===== src/core/ccr_pkg.sv =====
// Purpose: Constants and carriers for the codec control register bank
// Assumes: APB slave with 32-bit data, one word per register
// Notes: Offsets are register indices; byte address is four times the index
package ccr_pkg;
  localparam int CCR_DW = 10;
  localparam logic [3:0] CCR_IDX_BB = 4'h6;
  localparam logic [3:0] CCR_IDX_V1 = 4'h8;
  localparam logic [3:0] CCR_IDX_V2 = 4'hB;
  localparam logic [9:0] CCR_RST_BB = 10'h000;
  localparam logic [9:0] CCR_RST_V1 = 10'h000;
  localparam logic [9:0] CCR_RST_V2 = 10'h000;
  localparam logic [9:0] CCR_V2_MASK = 10'h007;
  // Baseband control fields
  localparam int BB_CAL = 9;
  localparam int BB_LEV_HI = 8;
  localparam int BB_LEV_LO = 6;
  localparam int BB_MULTISLOT_SELECT = 5;
  localparam int BB_MOD = 4;
  localparam int BB_LOOP = 3;
  localparam int BB_CM_HI = 2;
  // Voice control one fields
  localparam int V1_BYP = 9;
  localparam int V1_AUXG = 8;
  localparam int V1_SYNC = 7;
  localparam int V1_CLK = 6;
  localparam int V1_LOOP = 5;
  localparam int V1_BIAS = 4;
  localparam int V1_ULSEL = 3;
  localparam int V1_BUZ = 2;
  localparam int V1_EAR = 1;
  localparam int V1_AUX = 0;
  // Voice control two fields
  localparam int V2_HSMIC = 2;
  localparam int V2_HSO = 1;
  localparam int V2_HSBIAS = 0;

  // Output level codes, binary codes for six levels
  typedef enum logic [2:0] {
    LEV_2X = 3'b000, LEV_16 = 3'b001, LEV_22 = 3'b010, LEV_8 = 3'b011,
    LEV_18 = 3'b100, LEV_20 = 3'b101
  } ccr_level_type;

  typedef enum logic [2:0] {
    CM_HALF = 3'b000, CM_135 = 3'b001, CM_145 = 3'b010, CM_118 = 3'b011,
    CM_125 = 3'b100
  } ccr_cm_type;

  typedef struct packed {
    logic psel;
    logic penable;
    logic pwrite;
    logic [11:0] paddr;
    logic [31:0] pwdata;
  } ccr_apb_req_type;

  typedef struct packed {
    logic cal_external;
    ccr_level_type level;
    logic use_buf0;
    logic use_buf1;
    logic gmsk_mode;
    logic bb_loop;
    ccr_cm_type common_mode;
  } ccr_bb_ctl_type;

  typedef struct packed {
    logic filter_bypass;
    logic aux_gain_high;
    logic clock_continuous;
    logic voice_loop;
    logic bias_high;
    logic main_mic_sel;
    logic ear_on;
    logic aux_out_on;
    logic headset_mic_sel;
    logic headset_on;
    logic headset_bias_on;
    logic main_bias_on;
    logic voice_digital_reset;
  } ccr_voice_ctl_type;
endpackage : ccr_pkg


===== src/core/ccr_regs.sv =====
// Purpose: Codec control register bank on APB with decoded control outputs
// Assumes: Single clock CLK, asynchronous active-low NRST, power-on bits from outside
// Notes: Always ready, no wait states; unmapped addresses read zero, error high
//
// Notes on behaviour
// Baseband bit 9 picks automatic calibration at 0, external at 1.
// Bits 8..6 pick output level; codes 10x and 11x ignore their low bit.
// Multislot bit 5: 0 uses buffer 1 only, 1 alternates buffers 0 and 1.
// Modulation bit 4 cleared selects GMSK uplink mode.
// Loopback bit 3 routes I/Q uplink back to I/Q downlink.
// Bits 2..0 pick uplink common mode; any 1xx gives one value.
// Voice bit 9 bypasses filter, gain stage and volume when set.
// Voice bit 8 picks low or high aux input amplifier gain.
// With sync enable bit 7 set, sync pin resets modulator, port, filter.
// A sync pin reset clears the sync enable bit by itself.
// Voice bit 6 picks burst (0) or continuous (1) serial clock.
// Voice loopback bit 5 feeds output samples into audio converter input.
// Software sets safe gains and mute sidetone before enabling voice loopback.
// Voice bit 4 picks lower or higher microphone bias.
// Bit 3: 0 selects aux input; 1 selects main mic only with uplink power.
// Buzzer power-down bit 2 forces aux out and earpiece stages off.
// Earpiece enable bit 1 acts only with downlink power on.
// Aux out enable bit 0 acts only with downlink power on.
// Second register bit 2 picks headset mic pin at 1, aux pin at 0.
// Headset enable bit 1 acts only with downlink power on.
// Bit 0 activates headset bias at 1, main mic bias at 0.
// Second register bits 9..3 read zero and ignore writes.
// Downlink and uplink power-on bits arrive as inputs.
`timescale 1ns/1ps
module ccr_regs (
  input wire logic CLK,
  input wire logic NRST,
  input wire ccr_pkg::ccr_apb_req_type APB_REQ,
  output logic [31:0] PRDATA,
  output logic PREADY,
  output logic PSLVERR,
  input wire logic DOWNLINK_POWER_ON,
  input wire logic UPLINK_POWER_ON,
  input wire logic VOICE_SYNC_RESET_PIN,
  input wire logic BURST_DONE,
  output ccr_pkg::ccr_bb_ctl_type BB_CTL,
  output ccr_pkg::ccr_voice_ctl_type VOICE_CTL
);
  import ccr_pkg::*;

  // ----------------------------------------------------------------
  // Register storage and bus decode
  // ----------------------------------------------------------------
  logic [9:0] bb_r;
  logic [9:0] v1_r;
  logic [9:0] v2_r;
  logic buf_sel_r;
  logic [2:0] sync_pin_r;
  logic sync_fire;
  logic sel_bb;
  logic sel_v1;
  logic sel_v2;
  logic mapped;
  logic wr_en;
  logic rd_en;
  logic [31:0] rd_nxt;

  function automatic logic hit(input logic [11:0] addr, input logic [3:0] idx);
    hit = (addr[11:6] == 6'h00) && (addr[5:2] == idx) && (addr[1:0] == 2'b00);
  endfunction : hit

  assign sel_bb = hit(APB_REQ.paddr, CCR_IDX_BB);
  assign sel_v1 = hit(APB_REQ.paddr, CCR_IDX_V1);
  assign sel_v2 = hit(APB_REQ.paddr, CCR_IDX_V2);
  assign mapped = sel_bb | sel_v1 | sel_v2;
  assign wr_en = APB_REQ.psel & APB_REQ.penable & APB_REQ.pwrite & mapped;
  assign rd_en = APB_REQ.psel & ~APB_REQ.penable & ~APB_REQ.pwrite;

  // ----------------------------------------------------------------
  // Sync pin synchroniser
  // ----------------------------------------------------------------
  always_ff @(posedge CLK or negedge NRST) begin
    if (!NRST) begin
      sync_pin_r <= 3'b000;
    end else begin
      sync_pin_r <= {sync_pin_r[1:0], VOICE_SYNC_RESET_PIN};
    end
  end

  // Pin counts once second and third stages agree high
  assign sync_fire = sync_pin_r[1] & sync_pin_r[2] & v1_r[V1_SYNC];

  // ----------------------------------------------------------------
  // Register writes
  // ----------------------------------------------------------------
  always_ff @(posedge CLK or negedge NRST) begin
    if (!NRST) begin
      bb_r <= CCR_RST_BB;
    end else if (wr_en && sel_bb) begin
      bb_r <= APB_REQ.pwdata[9:0];
    end
  end

  always_ff @(posedge CLK or negedge NRST) begin
    if (!NRST) begin
      v1_r <= CCR_RST_V1;
    end else begin
      if (wr_en && sel_v1) begin
        v1_r <= APB_REQ.pwdata[9:0];
      end
      // Hardware clear beats a same-cycle write that would keep it set
      if (sync_fire) begin
        v1_r[V1_SYNC] <= 1'b0;
      end
    end
  end

  always_ff @(posedge CLK or negedge NRST) begin
    if (!NRST) begin
      v2_r <= CCR_RST_V2;
    end else if (wr_en && sel_v2) begin
      v2_r <= APB_REQ.pwdata[9:0] & CCR_V2_MASK;
    end
  end

  // ----------------------------------------------------------------
  // Burst buffer alternation
  // ----------------------------------------------------------------
  always_ff @(posedge CLK or negedge NRST) begin
    if (!NRST) begin
      buf_sel_r <= 1'b1;
    end else if (!bb_r[BB_MULTISLOT_SELECT]) begin
      buf_sel_r <= 1'b1;
    end else if (BURST_DONE) begin
      buf_sel_r <= ~buf_sel_r;
    end
  end

  // ----------------------------------------------------------------
  // Bus answer
  // ----------------------------------------------------------------
  always_comb begin
    rd_nxt = 32'h0000_0000;
    if (sel_bb) begin
      rd_nxt[9:0] = bb_r;
    end else if (sel_v1) begin
      rd_nxt[9:0] = v1_r;
    end else if (sel_v2) begin
      rd_nxt[9:0] = v2_r & CCR_V2_MASK;
    end
  end

  always_ff @(posedge CLK or negedge NRST) begin
    if (!NRST) begin
      PRDATA <= 32'h0000_0000;
      PREADY <= 1'b0;
      PSLVERR <= 1'b0;
    end else begin
      if (rd_en) begin
        PRDATA <= rd_nxt;
      end
      PREADY <= APB_REQ.psel & ~APB_REQ.penable;
      PSLVERR <= APB_REQ.psel & ~APB_REQ.penable & ~mapped;
    end
  end

  // ----------------------------------------------------------------
  // Decoded control outputs
  // ----------------------------------------------------------------
  always_ff @(posedge CLK or negedge NRST) begin
    if (!NRST) begin
      BB_CTL <= '0;
    end else begin
      BB_CTL.cal_external <= bb_r[BB_CAL];
      BB_CTL.level <= ccr_level_type'(bb_r[BB_LEV_HI] ?
        {2'b10, bb_r[BB_LEV_HI-1]} : bb_r[BB_LEV_HI:BB_LEV_LO]);
      BB_CTL.use_buf0 <= bb_r[BB_MULTISLOT_SELECT] & ~buf_sel_r;
      BB_CTL.use_buf1 <= ~bb_r[BB_MULTISLOT_SELECT] | buf_sel_r;
      BB_CTL.gmsk_mode <= ~bb_r[BB_MOD];
      BB_CTL.bb_loop <= bb_r[BB_LOOP];
      BB_CTL.common_mode <= ccr_cm_type'(bb_r[BB_CM_HI] ? 3'b100 : bb_r[2:0]);
    end
  end

  always_ff @(posedge CLK or negedge NRST) begin
    if (!NRST) begin
      VOICE_CTL <= '0;
    end else begin
      VOICE_CTL.filter_bypass <= v1_r[V1_BYP];
      VOICE_CTL.aux_gain_high <= v1_r[V1_AUXG];
      VOICE_CTL.voice_digital_reset <= sync_fire;
      VOICE_CTL.clock_continuous <= v1_r[V1_CLK];
      VOICE_CTL.voice_loop <= v1_r[V1_LOOP];
      VOICE_CTL.bias_high <= v1_r[V1_BIAS];
      VOICE_CTL.main_mic_sel <= v1_r[V1_ULSEL] & UPLINK_POWER_ON;
      VOICE_CTL.ear_on <= v1_r[V1_EAR] & DOWNLINK_POWER_ON & ~v1_r[V1_BUZ];
      VOICE_CTL.aux_out_on <= v1_r[V1_AUX] & DOWNLINK_POWER_ON & ~v1_r[V1_BUZ];
      VOICE_CTL.headset_mic_sel <= v2_r[V2_HSMIC];
      VOICE_CTL.headset_on <= v2_r[V2_HSO] & DOWNLINK_POWER_ON;
      VOICE_CTL.headset_bias_on <= v2_r[V2_HSBIAS];
      VOICE_CTL.main_bias_on <= ~v2_r[V2_HSBIAS];
    end
  end

  // ----------------------------------------------------------------
  // Checks
  // ----------------------------------------------------------------
  a_cal_follow: assert property (@(posedge CLK) disable iff (!NRST)
    ##1 BB_CTL.cal_external == $past(bb_r[BB_CAL])) else $error("cal select wrong");
  a_level_map: assert property (@(posedge CLK) disable iff (!NRST)
    $past(bb_r[8:7]) == 2'b11 |-> BB_CTL.level == LEV_20) else $error("level map wrong");
  a_single_slot: assert property (@(posedge CLK) disable iff (!NRST)
    (NRST && !bb_r[BB_MULTISLOT_SELECT]) [*2] |-> BB_CTL.use_buf1 && !BB_CTL.use_buf0)
    else $error("single slot uses buffer 0");
  a_buf_swap: assert property (@(posedge CLK) disable iff (!NRST)
    bb_r[BB_MULTISLOT_SELECT] && BURST_DONE |=> buf_sel_r != $past(buf_sel_r)) else $error("no swap");
  a_gmsk_mode: assert property (@(posedge CLK) disable iff (!NRST)
    $past(NRST) |-> BB_CTL.gmsk_mode == !$past(bb_r[BB_MOD])) else $error("gmsk wrong");
  a_cm_high: assert property (@(posedge CLK) disable iff (!NRST)
    $past(bb_r[2]) |-> BB_CTL.common_mode == CM_125) else $error("common mode wrong");
  a_sync_clear: assert property (@(posedge CLK) disable iff (!NRST)
    sync_fire |=> !v1_r[V1_SYNC] ##1 VOICE_CTL.voice_digital_reset == 1'b0)
    else $error("sync enable not cleared");
  a_sync_reset: assert property (@(posedge CLK) disable iff (!NRST)
    sync_fire |=> VOICE_CTL.voice_digital_reset) else $error("no digital reset");
  a_buz_off: assert property (@(posedge CLK) disable iff (!NRST)
    $past(v1_r[V1_BUZ]) |-> !VOICE_CTL.ear_on && !VOICE_CTL.aux_out_on)
    else $error("buzzer power down ignored");
  a_dl_gate: assert property (@(posedge CLK) disable iff (!NRST)
    !$past(DOWNLINK_POWER_ON) |-> !VOICE_CTL.headset_on) else $error("headset ungated");
  a_mic_gate: assert property (@(posedge CLK) disable iff (!NRST)
    !$past(UPLINK_POWER_ON) |-> !VOICE_CTL.main_mic_sel) else $error("mic ungated");
  a_rsvd_zero: assert property (@(posedge CLK) disable iff (!NRST)
    v2_r[9:3] == 7'h00) else $error("reserved bits set");

  a_level_low: assert property (@(posedge CLK) disable iff (!NRST)
    $past(NRST) && !$past(bb_r[BB_LEV_HI])
    |-> BB_CTL.level == ccr_level_type'($past(bb_r[BB_LEV_HI:BB_LEV_LO])))
    else $error("low level code wrong");

  a_level_mid: assert property (@(posedge CLK) disable iff (!NRST)
    $past(bb_r[8:7]) == 2'b10
    |-> BB_CTL.level == LEV_18)
    else $error("mid level code wrong");

  a_bb_loop: assert property (@(posedge CLK) disable iff (!NRST)
    $past(NRST)
    |-> BB_CTL.bb_loop == $past(bb_r[BB_LOOP]))
    else $error("baseband loop wrong");

  a_cm_low: assert property (@(posedge CLK) disable iff (!NRST)
    $past(NRST) && !$past(bb_r[BB_CM_HI])
    |-> BB_CTL.common_mode == ccr_cm_type'($past(bb_r[BB_CM_HI:0])))
    else $error("low common mode wrong");

  a_filter_byp: assert property (@(posedge CLK) disable iff (!NRST)
    $past(NRST)
    |-> VOICE_CTL.filter_bypass == $past(v1_r[V1_BYP]))
    else $error("filter bypass wrong");

  a_aux_gain: assert property (@(posedge CLK) disable iff (!NRST)
    $past(NRST)
    |-> VOICE_CTL.aux_gain_high == $past(v1_r[V1_AUXG]))
    else $error("aux gain wrong");

  a_sync_idle: assert property (@(posedge CLK) disable iff (!NRST)
    !sync_fire
    |=> !VOICE_CTL.voice_digital_reset)
    else $error("spurious digital reset");

  a_clk_mode: assert property (@(posedge CLK) disable iff (!NRST)
    $past(NRST)
    |-> VOICE_CTL.clock_continuous == $past(v1_r[V1_CLK]))
    else $error("clock mode wrong");

  a_voice_loop: assert property (@(posedge CLK) disable iff (!NRST)
    $past(NRST)
    |-> VOICE_CTL.voice_loop == $past(v1_r[V1_LOOP]))
    else $error("voice loop wrong");

  a_bias_level: assert property (@(posedge CLK) disable iff (!NRST)
    $past(NRST)
    |-> VOICE_CTL.bias_high == $past(v1_r[V1_BIAS]))
    else $error("bias level wrong");

  a_aux_sel: assert property (@(posedge CLK) disable iff (!NRST)
    !$past(v1_r[V1_ULSEL])
    |-> !VOICE_CTL.main_mic_sel)
    else $error("main mic without select");

  a_mic_on: assert property (@(posedge CLK) disable iff (!NRST)
    $past(v1_r[V1_ULSEL] && UPLINK_POWER_ON)
    |-> VOICE_CTL.main_mic_sel)
    else $error("main mic not selected");

  a_ear_gate: assert property (@(posedge CLK) disable iff (!NRST)
    !$past(DOWNLINK_POWER_ON)
    |-> !VOICE_CTL.ear_on)
    else $error("earpiece ungated");

  a_ear_on: assert property (@(posedge CLK) disable iff (!NRST)
    $past(v1_r[V1_EAR] && !v1_r[V1_BUZ] && DOWNLINK_POWER_ON)
    |-> VOICE_CTL.ear_on)
    else $error("earpiece not on");

  a_aux_gate: assert property (@(posedge CLK) disable iff (!NRST)
    !$past(DOWNLINK_POWER_ON)
    |-> !VOICE_CTL.aux_out_on)
    else $error("aux out ungated");

  a_hs_mic: assert property (@(posedge CLK) disable iff (!NRST)
    $past(NRST)
    |-> VOICE_CTL.headset_mic_sel == $past(v2_r[V2_HSMIC]))
    else $error("headset mic select wrong");

  a_hs_on: assert property (@(posedge CLK) disable iff (!NRST)
    $past(v2_r[V2_HSO] && DOWNLINK_POWER_ON)
    |-> VOICE_CTL.headset_on)
    else $error("headset not on");

  a_hs_bias: assert property (@(posedge CLK) disable iff (!NRST)
    $past(NRST) |-> VOICE_CTL.headset_bias_on == $past(v2_r[V2_HSBIAS])
    && VOICE_CTL.main_bias_on == !$past(v2_r[V2_HSBIAS]))
    else $error("bias select wrong");

  a_rsvd_read: assert property (@(posedge CLK) disable iff (!NRST)
    $past(APB_REQ.psel && !APB_REQ.penable && !APB_REQ.pwrite && sel_v2)
    |-> PRDATA[9:3] == 7'h00)
    else $error("reserved bits read set");

  // ----------------------------------------------------------------
  // Bus checks
  // ----------------------------------------------------------------
  a_ready_setup: assert property (@(posedge CLK) disable iff (!NRST)
    APB_REQ.psel && !APB_REQ.penable
    |=> PREADY)
    else $error("no ready after setup");

  a_err_ready: assert property (@(posedge CLK) disable iff (!NRST)
    PSLVERR
    |-> PREADY)
    else $error("error without ready");

  a_data_top: assert property (@(posedge CLK) disable iff (!NRST)
    PRDATA[31:10] == 22'h00_0000)
    else $error("read data upper bits set");
endmodule : ccr_regs


===== config.mk =====
export PLATFORM = sky130hd
export DESIGN_NAME = ccr_regs
export DESIGN_NICKNAME = d
export VERILOG_FILES = /design/src/core/ccr_pkg.sv /design/src/core/ccr_regs.sv
export SDC_FILE = /design/constraint.sdc
export NUM_CORES = 1
export LEC_CHECK = 0
export BUFFER_PORTS_ARGS = -buffer_cell sky130_fd_sc_hd__buf_2
export CORE_MARGIN = 2
export CORE_UTILIZATION = 42
export DETAILED_ROUTE_END_ITERATION = 8
export PLACE_DENSITY_LB_ADDON = 0.05
export SLEW_MARGIN = 0
export SYNTH_ARGS = -nofsm -noshare
export SYNTH_HDL_FRONTEND = slang
export SYNTH_SLANG_ARGS = --single-unit

===== constraint.sdc =====
create_clock -name CLK -period 0.9 [get_ports CLK]
set_input_delay 0.09 -clock CLK [delete_from_list [all_inputs] [get_ports CLK]]
set_output_delay 0.09 -clock CLK [all_outputs]
set_load 0.01 [all_outputs]

==> impl_metrics.env, run 1 <==
export IMPL_yosysWarnings=0
export IMPL_h_tree_depth=3
export IMPL_top_usage_layer="met2"
export IMPL_yosysTopAreaCellShare=0.626
export IMPL_core_area_mm2=0.00561
export IMPL_failed_checks="setup timing"
export IMPL_dp_hpwl_mm=3.82
export IMPL_numPortBuffers=66
export IMPL_synth_cell_type_count=31
export IMPL_synth_area_mm2=0.00248
export IMPL_fmax_mhz=774
export IMPL_finalMaxSlewViolations=0
export IMPL_power_density_mw_per_mm2=1660
export IMPL_cp_max_fo=5
export IMPL_grt_util_met3=0.0633
export IMPL_post_place_ws_ns=-0.705
export IMPL_tns_ns=-10.56
export IMPL_grt_max_degree=31
export IMPL_synthMuxAreaShare=0.108
export IMPL_start_util=0.442
export IMPL_track_usage=0.188
export IMPL_place_congestion=0.753
export IMPL_required_ns=1.13
export IMPL_via_count=1802
export IMPL_ys_seq_area_frac=0.636
export IMPL_cts_root_buf="clkbuf_8"
export IMPL_grt_pass1_wl_mm=8.89
export IMPL_num_antenna_cells=0
export IMPL_min_path_type="in2reg"
export IMPL_final_cell_mix="62 x dfrtp_1, 60 x buf_2, 29 x buf_4, 22 x conb_1, 19 x mux2_4"
export IMPL_layout_commonest_cell="dfrtp_1"
export IMPL_std_cell_rows=27
export IMPL_die_area_mm2=0.00654
export IMPL_ff2ff_setup_slack_ns=-0.05
export IMPL_leakage_uw=0.00197
export IMPL_synth_xor_area_frac=0.00353
export IMPL_ioPinCount=111
export IMPL_routedWlPerCell_um=14.7
export IMPL_syn_inst=183
export IMPL_synth_fa_ha_area_frac=0
export IMPL_met1_usage=0.232
export IMPL_startpoint_type="input pin"
export IMPL_grt_remaining_overflow=0
export IMPL_drtAntennaViolNets=0
export IMPL_grt_pass1_vias=1765
export IMPL_synth_compound_area_share=0.0585
export IMPL_netlist_top_cells_area="dfrtp_1 63%, mux2_2 10%, buf_4 7.3%"
export IMPL_drive_gt1_frac=0.546
export IMPL_clk_latency_ns=0.34
export IMPL_clockBufferDepth=2
export IMPL_ys_ff_latch=63
export IMPL_drc=0
export IMPL_area_growth_pct=54.5
export IMPL_wl_mm=5.68
export IMPL_die_height_um=80.8
export IMPL_setup_ws_ns=-0.392
export IMPL_cts_buffers=9
export IMPL_first_iter_violations=52
export IMPL_outcome="finished with violations"
export IMPL_critPathCaptureType="flip-flop"
export IMPL_cts_tree="yes"
export IMPL_ir_worst_vdd_uv=1380
export IMPL_maxCapViolations=0
export IMPL_firstDrtPassIters=4
export IMPL_finalPower_uw=6360
export IMPL_worstSetupPathType="in2reg"
export IMPL_met2_usage=0.301
export IMPL_die_width_um=80.8
export IMPL_cts_clk_slew_worst_paths_ns=0.07
export IMPL_synth_top_family_by_area="simple AND/OR/NAND/NOR gates"
export IMPL_finalHoldViolCount=0
export IMPL_viasPerCell=4.66
export IMPL_finish_net_count=363
export IMPL_finalSetupViolCount=70
export IMPL_clock_sinks=63
export IMPL_syn_avg_cell_area_um2=13.6
export IMPL_antenna_found_initial=0
export IMPL_fin_skew_ns=0.00487
export IMPL_synth_simple_area_share=0.112
export IMPL_rsz0062_at_grt="true"
export IMPL_min_period_over_period=1.44
export IMPL_min_period_ns=1.29
export IMPL_cp_arrival_ns=1.52
export IMPL_yosys_area_top_type="dfrtp_1"
export IMPL_n_fill_cell=446
## final timing paths
kind | start | endpoint | depth (start not counted)
setup / recovery | APB_REQ[38] | v1_r[4] | 6
hold / removal | APB_REQ[1] | v2_r[1] | 2
setup reg to reg | v2_r[0] | PRDATA[0] | 2
hold reg to reg | sync_pin_r[0] | sync_pin_r[1] | 0
max in group asynchronous | NRST | buf_sel_r | 3
min in group asynchronous | NRST | v1_r[2] | 2
## layout make-up
class | count | area (um2) | area share
sequential | 63 | 1580 | 0.412
multi-input combinational | 112 | 1010 | 0.263
timing repair buffer | 121 | 890 | 0.232
clock buffer | 11 | 151 | 0.0395
clock inverter | 5 | 104 | 0.0271
tap | 72 | 90.1 | 0.0235
inverter | 3 | 11.3 | 0.00294
## repair_timing
action	4_1_cts	5_1_grt
hold endpoints to repair	76	2
pin swaps	7	10
gates resized for setup	30	30
buffers inserted	6	6
cloned	0	1
endpoints found under the setup margin	68	71
hold buffers	11	1
## cell families (layout without fill, tap and decap cells)
| logic type | Yosys count | in the layout |
|---|---|---|
| muxes | 24 | 24 |
| and+or+nand+nor | 44 | 44 |
| other | 1 | 22 |
| buffers and inverters | 29 | 140 |
| AOI/OAI and AO/OA | 21 | 21 |
| xor gates and xnor gates | 1 | 1 |
| DFF | 63 | 63 |
## per-stage QoR
step                cells  hold slack, ns  utilization  cell area (um2)
floorplan             204          -0.206            -             2600
global placement      346         -0.0243        0.552             3100
detailed placement    346         -0.0211        0.552             3100
CTS                   379        0.000393        0.648             3630
global route          387          0.0214        0.683             3830
finish                387          0.0208        0.683             3830
## power by group
| part | total (uW) | switching (uW) | internal (uW) |
|---|---|---|---|
| sequential | 2860 | 9.97 | 2850 |
| combinational | 411 | 217 | 194 |
| clock | 3080 | 1090 | 1990 |
| total | 6360 | 1320 | 5040 |
## Yosys cell counts, drive strengths merged
library cell,number
a221oi,3
a22oi,7
and2,3
and3,3
and3b,2
and4,1
buf,25
clkbuf,1
conb,1
dfrtp,62
dfstp,1
inv,3
mux2,23
mux2i,1
nand2,11
nand2b,4
nand3,2
nand4,1
nand4b,1
nor2,8
nor2b,4
nor3b,1
nor4,1
nor4b,2
o21ai,7
o311ai,1
o31ai,3
xnor2,1
## state kept, by name, summed over array words and instances (netlist names)
signal,cells
buf_sel_r,1
v2_r,3
v1_r,10
PSLVERR,1
bb_r,10
BB_CTL,11
PREADY,1
sync_pin_r,3
VOICE_CTL,13
PRDATA,10
## per-layer routing
metal / vias to the layer above / part of all wire
met5: - / 0
met4: 0 / 0.017
met3: 12 / 0.056
met2: 61 / 0.50
met1: 881 / 0.42
li1: 848 / -
## worst max-delay path, stage by stage
cell and delay, ns:
buf_6 0.10, nor4_4 0.31, nand3_2 0.15, nor4b_4 0.37
buf_6 0.18, mux2_2 0.33
Power figures use the tool's default switching activity.
==> inputs of run 2 (changes only) <==
--- a/config.mk
+++ b/config.mk
@@ -6,8 +6,9 @@
 export NUM_CORES = 1
 export LEC_CHECK = 0
 export BUFFER_PORTS_ARGS = -buffer_cell sky130_fd_sc_hd__buf_2
+export CORE_ASPECT_RATIO = 0.6
 export CORE_MARGIN = 2
-export CORE_UTILIZATION = 42
+export CORE_UTILIZATION = 50
 export DETAILED_ROUTE_END_ITERATION = 8
 export PLACE_DENSITY_LB_ADDON = 0.05
 export SLEW_MARGIN = 0
==> constraint.sdc (replaced) <==
create_clock -name CLK -period 1.5 [get_ports CLK]
set_input_delay 0.15 -clock CLK [delete_from_list [all_inputs] [get_ports CLK]]
set_output_delay 0.15 -clock CLK [all_outputs]
set_load 0.01 [all_outputs]
==> run 2 against run 1 <==
The run now ends clean. Clock skew is 0.0011 ns higher. Sequential share of layout area increased by 8.7 points. Worst setup slack improved by 0.55 ns. Global-route usage increased by 0.29 points. Sequential power fell by 40%. Count of clock-buffer cells in the layout is 3 higher. Total power down 46%. Critical endpoint is now v1_r[9]. Worst hold slack improved by 0.015 ns. Core utilization down 0.83 points.
==> impl_metrics.env, run 2 (synthesis results as in run 1) <==
export IMPL_antenna_found_initial=0
export IMPL_min_from="UPLINK_POWER_ON"
export IMPL_finish_net_count=326
export IMPL_routedWlPerCell_um=14.0
export IMPL_min_path_type="in2reg"
export IMPL_startpoint_type="input pin"
export IMPL_firstDrtPassIters=4
export IMPL_std_cell_rows=19
export IMPL_final_cell_mix="66 x buf_2, 62 x dfrtp_1, 23 x mux2_2, 22 x conb_1, 14 x buf_4"
export IMPL_cts_tree="yes"
export IMPL_start_util=0.530
export IMPL_utilization=0.675
export IMPL_top_regs="VOICE_CTL x13, BB_CTL x11"
export IMPL_ioPinCount=111
export IMPL_power_density_mw_per_mm2=1090
export IMPL_clockBufferDepth=2
export IMPL_min_period_over_period=0.898
export IMPL_pwr_share_seq=0.500
export IMPL_required_ns=1.71
export IMPL_core_area_mm2=0.00468
export IMPL_via_count=1654
export IMPL_r2r_cells=2
export IMPL_leakage_uw=0.00169
export IMPL_wl_mm=4.77
export IMPL_slew_headroom=0.640
export IMPL_setup_worst_path_start="APB_REQ[39]"
export IMPL_combPwrFrac=0.049
export IMPL_track_usage=0.191
export IMPL_finalHoldViolCount=0
export IMPL_cp_arrival_ns=1.56
export IMPL_h_tree_depth=3
export IMPL_finalSetupViolCount=0
export IMPL_viasPerCell=4.85
export IMPL_grt_pass1_wl_mm=7.73
export IMPL_holdPathEnd="VOICE_CTL[7]"
export IMPL_cts_clk_slew_worst_paths_ns=0.07
export IMPL_min_path_cells=2
export IMPL_drive_gt1_frac=0.457
export IMPL_place_congestion=0.741
export IMPL_die_width_um=94.9
export IMPL_grt_max_degree=31
export IMPL_reg2reg_from="v2_r[1]"
export IMPL_largest_reg_flops=13
export IMPL_critPathCaptureType="flip-flop"
export IMPL_swShare=0.207
export IMPL_numPortBuffers=66
export IMPL_ff2ff_setup_slack_ns=0.54
export IMPL_drc=0
export IMPL_dp_hpwl_mm=3.49
export IMPL_die_height_um=58.6
export IMPL_intPower_uw=2730
export IMPL_power_switching_uw=712
export IMPL_area_growth_pct=27.4
export IMPL_power_frac_clock=0.451
export IMPL_layout_commonest_cell="buf_2"
export IMPL_first_iter_violations=60
export IMPL_clk_latency_ns=0.33
export IMPL_rsz0062_at_grt="false"
export IMPL_drtAntennaViolNets=0
export IMPL_finalMaxSlewViolations=0
export IMPL_num_antenna_cells=0
export IMPL_grt_pass1_vias=1567
export IMPL_tightest_slew_ns=0.540
export IMPL_fin_skew_ns=0.00597
export IMPL_grt_remaining_overflow=0
export IMPL_cts_root_buf="clkbuf_8"
export IMPL_ir_worst_vdd_uv=766
export IMPL_outcome="complete, no violations"
export IMPL_clock_sinks=63
export IMPL_reg2reg_to="PRDATA[1]"
export IMPL_cp_max_fo=10
export IMPL_postCtsSetupRepairBufs=0
export IMPL_fmax_mhz=742
export IMPL_worstSetupPathType="in2reg"
export IMPL_maxCapViolations=0
export IMPL_min_period_ns=1.35
export IMPL_die_area_mm2=0.00556
export IMPL_cts_buffers=9
export IMPL_tns_ns=0
export IMPL_regMostFlops="VOICE_CTL"
[run 2: changes by cell type in the layout (fill, tap and decap cells not counted), moves of 3 or more]
cell           change
buf_2              +6
a22oi_1            +7
mux2_4            -19
o31ai_1            +3
a22oi_2            -7
mux2_2            +19
a221oi_1           +3
o21ai_1            -6
a221oi_2           -3
o21ai_0            +7
dlygate4sd3_1      -9
buf_4             -15
buf_6             -17
[run 2: power groups by stage]
stage	clock network, uW	registers [uW]	logic [uW]
2_1_floorplan	0	1750	93.5
3_3_place_gp	0	1750	164
3_5_place_dp	0	1750	163
4_1_cts	1580	1720	169
5_1_grt	1660	1720	193
6_report	1550	1720	169
[run 2: how the worst max path moves through the flow]
stage                end  slack [ns]  depth (start not counted)
2_1_floorplan    v1_r[0]        0.02                          5
3_3_place_gp     v1_r[4]       -0.17                          6
3_5_place_dp     v1_r[9]       -0.19                          6
4_1_cts        PRDATA[1]        0.15                          6
5_1_grt          v1_r[6]        0.03                          6
6_report         v1_r[9]        0.15                          6
[run 2: metal layers]
layer	GRT usage	routed length (um)
met1	0.291	2360
met2	0.260	1940
met3	0.0538	407
met4	0.0745	59
met5	0	0
[run 2: area by class of cell]
type / count / area, um2
Sequential cell: 63 / 1580
Fill cell: 361 / 1520
Multi-Input combinational cell: 112 / 787
Timing Repair Buffer: 84 / 485
Clock buffer: 14 / 183
Tap cell: 63 / 78.8
Clock inverter: 2 / 37.5
Inverter: 3 / 11.3
[run 2: timing repair]
action,CTS,global route
endpoints found under the setup margin,0,2
hold buffers,3,0
resized for setup,0,2
hold endpoints to repair,24,0
[run 2: per-stage QoR]
step	hold WS (ns)	instances	cell area (um2)	setup WS, ns	power (uW)
2_1_floorplan	-0.146	204	2560	0.0209	1850
4_1_cts	0.0225	341	3160	0.148	3470
3_3_place_gp	0.171	322	2910	-0.167	1910
5_1_grt	0.0233	341	3160	0.0326	3570
6_report	0.0360	341	3160	0.153	3440
3_5_place_dp	0.164	322	2910	-0.192	1910
[run 2: critical path, cell delays in order]
cell and delay, ns:
buf_2 0.11, nor4_4 0.32, nand3_2 0.13, nor4b_2 0.26, buf_4 0.23, mux2_2 0.35
==> inputs of run 3 (changes only) <==
--- a/config.mk
+++ b/config.mk
@@ -6,9 +6,11 @@
 export NUM_CORES = 1
 export LEC_CHECK = 0
 export BUFFER_PORTS_ARGS = -buffer_cell sky130_fd_sc_hd__buf_2
+export CELL_PAD_IN_SITES_DETAIL_PLACEMENT = 1
+export CELL_PAD_IN_SITES_GLOBAL_PLACEMENT = 1
 export CORE_ASPECT_RATIO = 0.6
 export CORE_MARGIN = 2
-export CORE_UTILIZATION = 50
+export CORE_UTILIZATION = 38
 export DETAILED_ROUTE_END_ITERATION = 8
 export PLACE_DENSITY_LB_ADDON = 0.05
 export SLEW_MARGIN = 0
==> run 3 against run 2 <==
Die area increased by 30%. Sequential share of layout area fell by 0.55 points. Total power up 2.5%. Register-to-register slack improved by 0.02 ns. Count of clock-buffer cells in the layout down 1. Sequential power about the same. Final area is 1.1% higher. Flip-flop and latch count unchanged. Critical path type unchanged.
==> impl_metrics.env, run 3 (synthesis results as in run 1) <==
export IMPL_viasPerCell=4.48
export IMPL_drive_gt1_frac=0.452
export IMPL_cts_tree="yes"
export IMPL_finish_net_count=329
export IMPL_die_height_um=66.6
export IMPL_leakage_uw=0.00170
export IMPL_grt_max_degree=36
export IMPL_clock_sinks=63
export IMPL_drc=0
export IMPL_wl_met2_mm=2.29
export IMPL_fmax_mhz=734
export IMPL_wl_mm=5.27
export IMPL_regArea_mm2=0.00158
export IMPL_maxCapViolations=0
export IMPL_drtAntennaViolNets=0
export IMPL_utilization=0.514
export IMPL_crit_chain="buf_2, dlygate4sd3_1, nor2b_1, nand2b_1, nand2_1, o31ai_1"
export IMPL_regMostFlops="VOICE_CTL"
export IMPL_grt_pass1_vias=1680
export IMPL_largest_reg_flops=13
export IMPL_clockBufferDepth=2
export IMPL_place_congestion=0.720
export IMPL_cp_max_fo=10
export IMPL_path_buf_inv=2
export IMPL_core_area_mm2=0.00622
export IMPL_h_tree_depth=3
export IMPL_min_path_type="in2reg"
export IMPL_hold_worst_slack_ns=0.0244
export IMPL_std_cell_rows=22
export IMPL_via_count=1637
export IMPL_grt_pass1_wl_mm=8.66
export IMPL_top_regs="VOICE_CTL x13, BB_CTL x11"
export IMPL_dp_hpwl_mm=3.82
export IMPL_postCtsSetupRepairBufs=0
export IMPL_path_delay_family="simple AND/OR/NAND/NOR gates"
export IMPL_min_period_ns=1.36
export IMPL_cts_clk_slew_worst_paths_ns=0.06
export IMPL_die_area_mm2=0.00721
export IMPL_cts_resized=0
export IMPL_dp_cells=346
export IMPL_clk_latency_ns=0.34
export IMPL_final_cell_mix="66 x buf_2, 62 x dfrtp_1, 23 x mux2_2, 22 x conb_1, 18 x buf_4"
export IMPL_cp_arrival_ns=1.58
export IMPL_startpoint_type="input pin"
export IMPL_cts_buffers=9
export IMPL_ioPinCount=111
export IMPL_antenna_found_initial=0
export IMPL_cp_slowest_cell="dlygate4sd3_1"
export IMPL_finalMaxSlewViolations=0
export IMPL_routedWlPerCell_um=14.4
export IMPL_fin_skew_ns=0.00681
export IMPL_ir_worst_vdd_uv=556
export IMPL_required_ns=1.71
export IMPL_numPortBuffers=66
export IMPL_highest_layer="met4"
export IMPL_cts_root_buf="clkbuf_8"
export IMPL_critical_path_max_stage_delay_ns=0.55
export IMPL_drt_met1_wl_mm=2.56
export IMPL_grt_remaining_overflow=0
export IMPL_first_iter_violations=48
export IMPL_power_density_mw_per_mm2=1100
export IMPL_min_period_over_period=0.908
export IMPL_outcome="complete, no violations"
export IMPL_finalNonFillerCells=365
export IMPL_layout_commonest_cell="buf_2"
export IMPL_multi_input_area_um2=782
export IMPL_cts_hold_buffers_added=3
export IMPL_critPathCaptureType="flip-flop"
export IMPL_n_fill_cell=686
export IMPL_wl_met3_um=386
export IMPL_finalHoldViolCount=0
export IMPL_area_growth_pct=28.9
export IMPL_worstSetupPathType="in2reg"
export IMPL_start_util=0.399
export IMPL_rsz0062_at_grt="false"
export IMPL_num_antenna_cells=0
export IMPL_track_usage=0.169
export IMPL_firstDrtPassIters=4
export IMPL_finalSetupViolCount=0
export IMPL_die_width_um=108
[run 3: cell count changes in the layout (fill, tap and decap cells not counted)]
cell	delta
nand2b_2	-1
nor2b_1	+1
buf_12	-1
nor2b_2	-1
clkinv_2	+1
nand2b_1	+1
buf_4	+4
clkbuf_1	+1
bufinv_16	+1
clkbuf_8	-2
clkinvlp_4	-1
[run 3: final cells by class]
cell class,instances,share of cell area
Sequential cell,63,0.494
Tap cell,84,0.0329
Timing Repair Buffer,87,0.155
Clock inverter,3,0.0204
Multi-Input combinational cell,112,0.245
Clock buffer,13,0.0497
Inverter,3,0.00352
[run 3: worst paths after layout]
| path | startpoint | to | slack [ns] | cells after the start |
|---|---|---|---|---|
| min in group asynchronous | NRST | VOICE_CTL[3] | 0.35 | 3 |
| max in group asynchronous | NRST | buf_sel_r | 0.75 | 3 |
| min reg2reg | sync_pin_r[0] | sync_pin_r[1] | 0.35 | 0 |
| max reg2reg | sync_pin_r[1] | v1_r[7] | 0.56 | 3 |
| max | APB_REQ[45] | PRDATA[2] | 0.14 | 6 |
| min | UPLINK_POWER_ON | VOICE_CTL[7] | 0.02 | 2 |
[run 3: power breakdown]
group / switching (uW) / internal (uW)
registers: 6.60 / 1710
clock network: 609 / 1020
logic: 108 / 60.0
total: 723 / 2800
[run 3: per-layer routing]
metal  global-route usage  vias up
met5                    0        -
met4               0.0481        0
met1                0.229      798
met2                0.241       59
li1                     -      776
met3               0.0793        4
[run 3: worst reg2reg max path, cell delays in order (launching register included)]
cell,delay [ns]
dfrtp_1,0.38
and3_1,0.20
nand2b_1,0.15
mux2i_1,0.13
[run 3: per-stage QoR]
step / instance area [um2] / setup TNS (ns) / worst slack [ns] / total power, uW
6_report: 3200 / 0 / 0.137 / 3520
5_1_grt: 3200 / 0 / 0.00564 / 3690
4_1_cts: 3200 / 0 / 0.123 / 3580
3_5_place_dp: 2940 / -3.14 / -0.194 / 1910
3_3_place_gp: 2940 / -2.88 / -0.179 / 1910
2_1_floorplan: 2560 / 0 / 0.0209 / 1850
